**config.mk**
```make
export PLATFORM = sky130hd
export DESIGN_NAME = dcpi_core
export DESIGN_NICKNAME = d
export VERILOG_FILES = /design/src/dcpi_core.v /design/src/dcpi_sync2.v
export VERILOG_INCLUDE_DIRS = /design/src
export SDC_FILE = /design/constraint.sdc
export NUM_CORES = 1
export LEC_CHECK = 0
export BUFFER_PORTS_ARGS = -buffer_cell sky130_fd_sc_hd__buf_4
export CORE_AREA = 2 2 160 123
export DETAILED_ROUTE_END_ITERATION = 12
export DIE_AREA = 0 0 162 125
export PLACE_DENSITY = 0.83
export SYNTH_ARGS = -nofsm -noshare
export SYNTH_HDL_FRONTEND = slang
export SYNTH_SLANG_ARGS = --single-unit
```
**constraint.sdc**
```tcl
create_clock -name clk_i -period 1.95 [get_ports clk_i]
set_input_delay 0.2925 -clock clk_i [delete_from_list [all_inputs] [get_ports clk_i]]
set_output_delay 0.2925 -clock clk_i [all_outputs]
set_load 0.005 [all_outputs]
```
**src/dcpi_defines.vh**
```
// Constants for the DDR2 command pin interface block.
`ifndef DCPI_DEFINES_VH
`define DCPI_DEFINES_VH
`define DCPI_ADDR_W 14
`define DCPI_BANK_W 3
`define DCPI_NBANK 8
`define DCPI_DQ_W 16
`define DCPI_AP_BIT 10
`define DCPI_CMD_LMR 3'h0
`define DCPI_CMD_REF 3'h1
`define DCPI_CMD_PRE 3'h2
`define DCPI_CMD_ACT 3'h3
`define DCPI_CMD_WR 3'h4
`define DCPI_CMD_RD 3'h5
`define DCPI_CMD_BST 3'h6
`define DCPI_CMD_NOP 3'h7
`define DCPI_MR_BASE 2'h0
`define DCPI_MR_EXT 2'h1
`define DCPI_MR_EXT2 2'h2
`define DCPI_MR_EXT3 2'h3
`define DCPI_EMR_RTT_LO 2
`define DCPI_EMR_RTT_HI 6
`define DCPI_EMR_DQSN_BIT 10
`define DCPI_CFG_X4 2'h0
`define DCPI_CFG_X8 2'h1
`define DCPI_CFG_X16 2'h2
`define DCPI_PW_NORMAL 2'h0
`define DCPI_PW_PRE_PD 2'h1
`define DCPI_PW_ACT_PD 2'h2
`define DCPI_PW_SELF 2'h3
`endif

```
**src/dcpi_core.v**
```verilog
// Device-side command, address, clock-enable, mask and termination pin logic.
// What this block does
// - Row on activate, column on read/write.
// - Address bit ten is auto precharge.
// - Precharge one bank, or all when bit ten.
// - Load mode takes op-code from address.
// - Bank inputs select target bank.
// - Bank inputs select one of four mode registers.
// - Inputs sampled on rising clock crossing.
// - Output data referenced to clock crossings.
// - Registered clock enable gates internal clocking.
// - Low enable: precharge/self refresh or active power-down.
// - Self refresh exit recognised asynchronously.
// - Power-down and self refresh disable command receivers; termination receiver stays live in power-down.
// - Chip select high masks every command.
// - Command decoded from four control signals.
// - High mask discards that byte of the write beat.
// - Lower mask low byte, upper mask high byte.
// - Registered termination high enables termination.
// - Termination input ignored when mode disables it.
// - Data bus four, eight or sixteen wide.
// - Read strobe edge-aligned; complement only when enabled.
`default_nettype none
`include "dcpi_defines.vh"
module dcpi_core (
	input wire clk_i,
	input wire rst_n_i,
	input wire ce_i,
	input wire [1:0] cfg_width_i,
	input wire cke_pin_i,
	input wire cs_n_pin_i,
	input wire ras_n_pin_i,
	input wire cas_n_pin_i,
	input wire we_n_pin_i,
	input wire odt_pin_i,
	input wire [`DCPI_BANK_W-1:0] ba_pin_i,
	input wire [`DCPI_ADDR_W-1:0] addr_pin_i,
	input wire [1:0] dm_pin_i,
	input wire [`DCPI_DQ_W-1:0] dq_pin_i,
	input wire [`DCPI_DQ_W-1:0] rd_data_i,
	input wire rd_valid_i,
	output reg [`DCPI_DQ_W-1:0] dq_o,
	output reg [`DCPI_DQ_W-1:0] dq_oe_o,
	output reg dqs_o,
	output reg dqs_n_o,
	output reg dqs_oe_o,
	output reg dqs_n_oe_o,
	output reg [2:0] cmd_o,
	output reg cmd_valid_o,
	output reg [`DCPI_BANK_W-1:0] bank_o,
	output reg [`DCPI_ADDR_W-1:0] row_o,
	output reg [`DCPI_ADDR_W-1:0] col_o,
	output reg auto_pre_o,
	output reg [`DCPI_NBANK-1:0] bank_open_o,
	output reg [1:0] power_state_o,
	output reg clk_gate_en_o,
	output reg odt_on_o,
	output reg [`DCPI_DQ_W-1:0] term_en_o,
	output reg [`DCPI_DQ_W-1:0] wr_data_o,
	output reg [`DCPI_DQ_W-1:0] wr_bit_en_o,
	output reg wr_valid_o,
	output reg [`DCPI_ADDR_W-1:0] mr_base_o,
	output reg [`DCPI_ADDR_W-1:0] mr_ext_o,
	output reg [`DCPI_ADDR_W-1:0] mr_ext2_o,
	output reg [`DCPI_ADDR_W-1:0] mr_ext3_o
);
	// Synchronised pin levels.
	wire [`DCPI_ADDR_W+`DCPI_BANK_W+`DCPI_DQ_W+7:0] pin_raw;
	wire [`DCPI_ADDR_W+`DCPI_BANK_W+`DCPI_DQ_W+7:0] pin_s;
	wire cke_s;
	wire cs_n_s;
	wire ras_n_s;
	wire cas_n_s;
	wire we_n_s;
	wire odt_s;
	wire [`DCPI_BANK_W-1:0] ba_s;
	wire [`DCPI_ADDR_W-1:0] addr_s;
	wire [1:0] dm_s;
	wire [`DCPI_DQ_W-1:0] dq_s;
	reg cke_prev_r;
	reg [2:0] cmd_dec;
	reg [`DCPI_DQ_W-1:0] width_mask;
	reg [`DCPI_DQ_W-1:0] keep_mask;
	reg [`DCPI_NBANK-1:0] bank_open_nxt;
	reg [1:0] power_nxt;
	reg wr_pending_r;
	wire rx_cmd_on;
	wire rx_odt_on;
	wire odt_allowed;
	wire [`DCPI_ADDR_W-1:0] mr_ext_nxt;
	wire dqs_diff;
	wire [`DCPI_DQ_W-1:0] dm_bits;
	wire [2:0] cmd_eff;
	genvar gi;

	// All address and control pins are sampled on the rising clock edge.
	assign pin_raw = {cke_pin_i, cs_n_pin_i, ras_n_pin_i, cas_n_pin_i, we_n_pin_i, odt_pin_i,
		ba_pin_i, addr_pin_i, dm_pin_i, dq_pin_i};
	dcpi_sync2 #(
		.W(`DCPI_ADDR_W+`DCPI_BANK_W+`DCPI_DQ_W+8)
	) u_sync (
		.clk_i(clk_i),
		.rst_n_i(rst_n_i),
		.d_i(pin_raw),
		.q_o(pin_s)
	);
	assign {cke_s, cs_n_s, ras_n_s, cas_n_s, we_n_s, odt_s, ba_s, addr_s, dm_s, dq_s} = pin_s;

	// Receivers are live only in normal operation; termination control also in power-down.
	assign rx_cmd_on = (power_state_o == `DCPI_PW_NORMAL);
	assign rx_odt_on = (power_state_o == `DCPI_PW_NORMAL) || (power_state_o == `DCPI_PW_PRE_PD)
		|| (power_state_o == `DCPI_PW_ACT_PD);
	// A load of the extended mode register governs termination from the same edge, so no stale cycle.
	assign mr_ext_nxt = (cmd_eff == `DCPI_CMD_LMR && ba_s[1:0] == `DCPI_MR_EXT) ? addr_s : mr_ext_o;
	// Termination is allowed only when the extended mode register enables a value.
	assign odt_allowed = mr_ext_nxt[`DCPI_EMR_RTT_LO] | mr_ext_nxt[`DCPI_EMR_RTT_HI];
	// Complementary strobe only when differential mode is on (bit low enables it).
	assign dqs_diff = ~mr_ext_o[`DCPI_EMR_DQSN_BIT];

	// Command decode from chip select, row, column and write strobes.
	always @*
	begin
		cmd_dec = `DCPI_CMD_NOP;
		if (!cs_n_s)
		begin
			case ({ras_n_s, cas_n_s, we_n_s})
				3'h0: cmd_dec = `DCPI_CMD_LMR;
				3'h1: cmd_dec = `DCPI_CMD_REF;
				3'h2: cmd_dec = `DCPI_CMD_PRE;
				3'h3: cmd_dec = `DCPI_CMD_ACT;
				3'h4: cmd_dec = `DCPI_CMD_WR;
				3'h5: cmd_dec = `DCPI_CMD_RD;
				3'h6: cmd_dec = `DCPI_CMD_BST;
				default: cmd_dec = `DCPI_CMD_NOP;
			endcase
		end
	end
	assign cmd_eff = (rx_cmd_on && clk_gate_en_o) ? cmd_dec : `DCPI_CMD_NOP;

	// Bank state follows activate and precharge.
	always @*
	begin
		bank_open_nxt = bank_open_o;
		case (cmd_eff)
			`DCPI_CMD_ACT: bank_open_nxt[ba_s] = 1'b1;
			`DCPI_CMD_PRE:
			begin
				if (addr_s[`DCPI_AP_BIT])
					bank_open_nxt = {`DCPI_NBANK{1'b0}};
				else
					bank_open_nxt[ba_s] = 1'b0;
			end
			default: bank_open_nxt = bank_open_o;
		endcase
	end

	// Power state from registered clock enable and bank state.
	always @*
	begin
		power_nxt = power_state_o;
		case (power_state_o)
			`DCPI_PW_NORMAL:
			begin
				if (!cke_s && cke_prev_r)
				begin
					if (|bank_open_o)
						power_nxt = `DCPI_PW_ACT_PD;
					else if (cmd_dec == `DCPI_CMD_REF)
						power_nxt = `DCPI_PW_SELF;
					else
						power_nxt = `DCPI_PW_PRE_PD;
				end
			end
			`DCPI_PW_PRE_PD: if (cke_s) power_nxt = `DCPI_PW_NORMAL;
			`DCPI_PW_ACT_PD: if (cke_s) power_nxt = `DCPI_PW_NORMAL;
			`DCPI_PW_SELF: if (cke_pin_i) power_nxt = `DCPI_PW_NORMAL;
			default: power_nxt = `DCPI_PW_NORMAL;
		endcase
	end

	// Width mask and per-bit write enable from the byte masks.
	always @*
	begin
		case (cfg_width_i)
			`DCPI_CFG_X4: width_mask = 16'h000F;
			`DCPI_CFG_X8: width_mask = 16'h00FF;
			default: width_mask = 16'hFFFF;
		endcase
	end
	generate
		for (gi = 0; gi < `DCPI_DQ_W; gi = gi + 1)
		begin : g_mask
			assign dm_bits[gi] = (gi < 8) ? dm_s[0] : dm_s[1];
		end
	endgenerate
	always @*
	begin
		keep_mask = width_mask & ~dm_bits;
	end

	// Main registered state.
	always @(posedge clk_i or negedge rst_n_i)
	begin
		if (!rst_n_i)
		begin
			cke_prev_r <= 1'b0;
			clk_gate_en_o <= 1'b0;
			power_state_o <= `DCPI_PW_NORMAL;
			bank_open_o <= 8'h00;
			cmd_o <= `DCPI_CMD_NOP;
			cmd_valid_o <= 1'b0;
			bank_o <= 3'h0;
			row_o <= 14'h0000;
			col_o <= 14'h0000;
			auto_pre_o <= 1'b0;
			mr_base_o <= 14'h0000;
			mr_ext_o <= 14'h0000;
			mr_ext2_o <= 14'h0000;
			mr_ext3_o <= 14'h0000;
			odt_on_o <= 1'b0;
			term_en_o <= 16'h0000;
			wr_pending_r <= 1'b0;
			wr_data_o <= 16'h0000;
			wr_bit_en_o <= 16'h0000;
			wr_valid_o <= 1'b0;
			dq_o <= 16'h0000;
			dq_oe_o <= 16'h0000;
			dqs_o <= 1'b0;
			dqs_n_o <= 1'b1;
			dqs_oe_o <= 1'b0;
			dqs_n_oe_o <= 1'b0;
		end
		else if (ce_i)
		begin
			cke_prev_r <= cke_s;
			clk_gate_en_o <= cke_s;
			power_state_o <= power_nxt;
			bank_open_o <= bank_open_nxt;
			cmd_o <= cmd_eff;
			cmd_valid_o <= (cmd_eff != `DCPI_CMD_NOP);
			if (cmd_eff != `DCPI_CMD_NOP)
				bank_o <= ba_s;
			if (cmd_eff == `DCPI_CMD_ACT)
				row_o <= addr_s;
			if (cmd_eff == `DCPI_CMD_RD || cmd_eff == `DCPI_CMD_WR)
			begin
				col_o <= {addr_s[13:11], 1'b0, addr_s[9:0]};
				auto_pre_o <= addr_s[`DCPI_AP_BIT];
			end
			if (cmd_eff == `DCPI_CMD_LMR)
			begin
				case (ba_s[1:0])
					`DCPI_MR_BASE: mr_base_o <= addr_s;
					`DCPI_MR_EXT: mr_ext_o <= addr_s;
					`DCPI_MR_EXT2: mr_ext2_o <= addr_s;
					default: mr_ext3_o <= addr_s;
				endcase
			end
			// Termination follows the registered pin while allowed and its receiver is live.
			if (rx_odt_on)
				odt_on_o <= odt_s & odt_allowed;
			term_en_o <= (rx_odt_on ? (odt_s & odt_allowed) : odt_on_o) ? width_mask : 16'h0000;
			// Write data captured one cycle after the write command, masked beats dropped.
			wr_pending_r <= (cmd_eff == `DCPI_CMD_WR);
			wr_valid_o <= wr_pending_r && (|keep_mask);
			wr_data_o <= dq_s & width_mask;
			wr_bit_en_o <= wr_pending_r ? keep_mask : 16'h0000;
			// Read data launched on the clock edge with an edge-aligned strobe.
			dq_o <= rd_data_i & width_mask;
			dq_oe_o <= (rd_valid_i && clk_gate_en_o) ? width_mask : 16'h0000;
			dqs_o <= rd_valid_i & ~dqs_o;
			dqs_n_o <= ~(rd_valid_i & ~dqs_o);
			dqs_oe_o <= rd_valid_i & clk_gate_en_o;
			dqs_n_oe_o <= rd_valid_i & clk_gate_en_o & dqs_diff;
		end
	end
endmodule // dcpi_core
`default_nettype wire

```
**src/dcpi_sync2.v**
```verilog
// Two-flop synchroniser for pin inputs, one per bit.
`default_nettype none
module dcpi_sync2 #(
	parameter W = 1
) (
	input wire clk_i,
	input wire rst_n_i,
	input wire [W-1:0] d_i,
	output wire [W-1:0] q_o
);
	reg [W-1:0] meta_r;
	reg [W-1:0] sync_r;
	// Capture then settle; only the second stage is visible.
	always @(posedge clk_i or negedge rst_n_i)
	begin
		if (!rst_n_i)
		begin
			meta_r <= {W{1'b0}};
			sync_r <= {W{1'b0}};
		end
		else
		begin
			meta_r <= d_i;
			sync_r <= meta_r;
		end
	end
	assign q_o = sync_r;
endmodule // dcpi_sync2
`default_nettype wire
```
==> PnR_summary.wiki <==
{| class="wikitable"
! Metric !! Value
|-
| Fraction of power spent switching nets || 23.9%
|-
| Tightest Pin Transition || 0.549 ns
|-
| Net Sw Power || 0.00307 W
|-
| Dominant cell by count in the synthesized netlist || sky130_fd_sc_hd__dfrtp_1
|-
| Worst hold endpoint || dq_o[7]
|-
| Fraction of final layout cells sized beyond drive strength 1 || 49.8%
|-
| DP Worst Slack || 0.0433 ns
|-
| Multi-input gate area in the final layout || 2060 um2
|-
| Depth of the most critical reg-to-reg path || 8
|-
| Number of CTS-inserted buffers || 23
|-
| Area of the core region || 18800 um2
|-
| Area of the die || 20300 um2
|-
| Max-slew violation total from the final report || 0
|-
| Terminus of the critical flop-to-flop path || mr_ext_o[13]
|-
| Hold path startpoint || rd_data_i[7]
|-
| Biggest fanout along the worst timing path || 7
|-
| Latest clock arrival within the worst-skew pair || 0.51 ns
|-
| Number of max-capacitance violations reported || 0
|-
| Setup CP Type || flop to flop
|-
| Proportion of netlist area held by the largest area contributor || about two thirds
|-
| Number of cells after detailed placement || between 1000 and 1500
|-
| Run status || completed
|-
| Worst Hold Class || primary input to flop
|-
| Power per standard cell area || 1090 nW/um2
|-
| WL/cell || 17.6 um
|-
| Pin count of the biggest net entering global routing || 65
|-
| Most common library cells after synthesis || 226 x sky130_fd_sc_hd__dfrtp_1, 100 x sky130_fd_sc_hd__mux2_2, 43 x sky130_fd_sc_hd__buf_4, 43 x sky130_fd_sc_hd__o21ai_0, 40 x sky130_fd_sc_hd__inv_1
|-
| Number of antenna violations at the first check in global routing || 0
|-
| Setup violations, final || 0
|-
| Layout Utilization || 62.7%
|-
| CTS tree || yes
|-
| VDD IR-drop max || 0.868 mV
|-
| Maximum buffer depth of the clock tree || 3
|-
| Fill cells || 1436
|-
| Yosys warns || 0
|-
| Number of cells produced by synthesis || 582
|-
| Clock root buffer || sky130_fd_sc_hd__clkbuf_16
|-
| Number of endpoints with negative hold slack in the final report || 0
|-
| Number of global-route vias before repair || 5735
|-
| Number of antenna cells inserted || 0
|-
| Period Utilization, post-route || 98.0%
|-
| Top cells by area, synth || sky130_fd_sc_hd__dfrtp_1 67%, sky130_fd_sc_hd__mux2_2 13%, sky130_fd_sc_hd__buf_4 3.8%, sky130_fd_sc_hd__o21ai_0 2.6%, sky130_fd_sc_hd__inv_1 1.8%
|-
| Vias per cell || 4.86
|-
| Portion of total power attributed to the clock network || a little under two fifths
|-
| Worst slew margin relative to its limit || 63.4%
|-
| Area leader, netlist || sky130_fd_sc_hd__dfrtp_1
|-
| Top flip-flop cell by instance count after synthesis || sky130_fd_sc_hd__dfrtp_1
|-
| Number of standard cells in the layout, taps in and fillers out || around 1100
|-
| Floorplan die width || 162 um
|-
| Sequential cell area in the final layout || around 5800 um2
|-
| Leakage || 5.90 nW
|-
| TritonCTS sink count || 230
|-
| Power share of the sequential group || a little under half
|-
| Initial detailed-routing violation count || 310
|-
| First-pass GRT wire length || 31600 um
|-
| Effective utilization at floorplan || between 40% and 50%
|-
| Crit path setup slack, layout || 0.0391 ns
|-
| Clk slew on worst S/H paths || roughly 0.070 ns
|-
| Post-synth ARST share || between 90% and 100%
|-
| RD Place Congestion || around 0.8
|-
| Final critical-path required period || around 1.9 ns
|-
| Drc violations || 0
|-
| Net Count, Synth || approximately 650
|-
| Half-perimeter wire length after detailed placement || 13400 um
|-
| Register-to-register setup slack || slightly below 0.04 ns
|-
| Tot GR Track Use || 19.7%
|-
| Number of vias after detailed routing || 5526
|-
| Launch instance of the worst register-to-register path || power_state_o[1]
|-
| Combinational Power Share || between 10% and 20%
|-
| Worst-case clock skew || 0.0189 ns
|-
| Cell-internal power || 0.00978 W
|-
| Num ports || 252
|-
| Post-detailed-route count of antenna-violating nets || 0
|-
| Number of iterations in the first detailed-routing pass || 4
|-
| Sequential element share of the synthesized area || approximately two thirds
|-
| Die outline height || 125 um
|-
| Kind of launch point of the worst setup path || flop
|-
| H-tree level count || 1
|-
| Layout Area Growth over Synthesis || 40.4%
|-
| IO Port Bufs || 250
|-
| Mean instance size in the synthesized netlist || between 10 and 15 um2
|-
| Mapped Area || 8410 um2
|-
| CP Data Arrival Time || 2.30 ns
|-
| Critical Path Sink Type || flop
|-
| CP Data Required Time || 2.34 ns
|-
| Number of enable flip-flop cells after synthesis || 0
|-
| Total wire length || 20000 um
|-
| Synthesis-stage register bit count || 230
|-
| Max Fclk || around 0.52 GHz
|-
| Total gr overflow || 0
|-
| Final-stage net count || 932
|-
| Cells on Worst Hold Path || 3
|-
| Number of distinct library cells after synthesis || 51
|-
| Number of placement rows || 44
|}
==> sequential cells by signal (all words and copies together), names as in the netlist, 2 cells and up, named ones only <==
name	count
bank_o	3
mr_ext2_o	14
u_sync.meta_r	41
dq_oe_o	3
cmd_o	3
wr_bit_en_o	3
term_en_o	2
bank_open_o	8
mr_ext3_o	14
col_o	13
row_o	14
mr_ext_o	14
wr_data_o	16
dq_o	16
power_state_o	2
u_sync.q_o	41
mr_base_o	14
==> worst max-delay path, stage by stage (launching register included) <==
cell                        delay, ns
sky130_fd_sc_hd__dfrtp_1         0.40
sky130_fd_sc_hd__inv_2           0.09
sky130_fd_sc_hd__ha_4            0.15
sky130_fd_sc_hd__nand4b_4        0.15
sky130_fd_sc_hd__nor2_4          0.14
sky130_fd_sc_hd__nor4b_4         0.19
sky130_fd_sc_hd__buf_4           0.18
sky130_fd_sc_hd__clkbuf_16       0.16
sky130_fd_sc_hd__mux2_2          0.33
==> layer usage <==
metal  wire length (um)  share of wire [%]  vias to the layer above  GRT usage (%)
met3               1460                7.3                       36           4.78
met2               9400                 47                      211           31.4
met4                455                2.3                        0           5.62
met5                  0                  0                        -              0
li1                   -                  -                     2497              -
met1               8710                 43                     2782           27.1
==> cell families after synthesis <==
| family | synth area share (%) |
|---|---|
| AO/OA/AOI/OAI | 4.83 |
| other | 0.0446 |
| AND/OR/NAND/NOR | 5.46 |
| multiplexers | 13.5 |
| adder cells (fa/ha/maj) | 0.446 |
| flip-flops | 68.5 |
| buffers and inverters | 7.23 |
==> what timing repair did <==
item / 4_1_cts / 5_1_grt
setup buffers: 0 / 6
endpoints found under the setup margin: 0 / 68
resized for setup: 0 / 3
hold endpoints to repair: 100 / 0
hold buffers: 45 / 0
==> power by group through the flow <==
stage                     clock network, W  logic, W  registers, W
after floorplan                          0  0.000793       0.00582
after global placement                   0   0.00203       0.00583
after detailed placement                 0   0.00208       0.00587
after CTS                          0.00498   0.00217       0.00580
after global routing               0.00521   0.00238       0.00588
final                              0.00487   0.00218       0.00580
==> placed cells by master, fill, tap and decap left out, drive strengths merged, types with 2 or more instances in the layout <==
cell         count
clkinv           3
a22o             3
dlygate4sd3     45
dfstp            4
mux2           100
o22ai            4
inv             43
ha               3
o21a             2
clkbuf          31
nand2           16
o21ai           43
nor4b            2
nor3             4
nor2b            3
bufinv           5
dfrtp          226
nor2            13
or4              2
buf            278
nand4            2
nand3           19
a21oi            6
nand2b           4
==> through the flow <==
step / total power (W) / TNS (ns) / area, um2 / hold slack [ns]
6_report: 0.0129 / 0 / 11800 / 0.0250
3_5_place_dp: 0.00794 / 0 / 10400 / 0.281
5_1_grt: 0.0135 / -0.0171 / 11800 / 0.0109
3_3_place_gp: 0.00787 / 0 / 10400 / 0.273
2_1_floorplan: 0.00661 / 0 / 8430 / -0.00309
4_1_cts: 0.0129 / 0 / 11700 / 0.00308
==> layout make-up <==
cell class / instances / area share (%)
Sequential cell: 230 / 48.8
Clock buffer: 30 / 5.52
Inverter: 40 / 1.27
Clock inverter: 12 / 1.68
Timing Repair Buffer: 324 / 22.6
Tap cell: 253 / 2.68
Multi-Input combinational cell: 247 / 17.5
==> worst max-delay path by stage <==
stage	to	cells after the start	slack, ns	start
2_1_floorplan	row_o[10]	6	0.02	power_state_o[0]
3_3_place_gp	mr_ext3_o[12]	6	0.08	power_state_o[1]
3_5_place_dp	mr_ext3_o[4]	6	0.04	power_state_o[1]
4_1_cts	mr_ext3_o[4]	6	0.02	power_state_o[1]
5_1_grt	mr_ext_o[13]	8	-0.007	power_state_o[1]
6_report	mr_ext_o[13]	8	0.04	power_state_o[1]
Note: power is estimated with default switching activity, not from simulation.
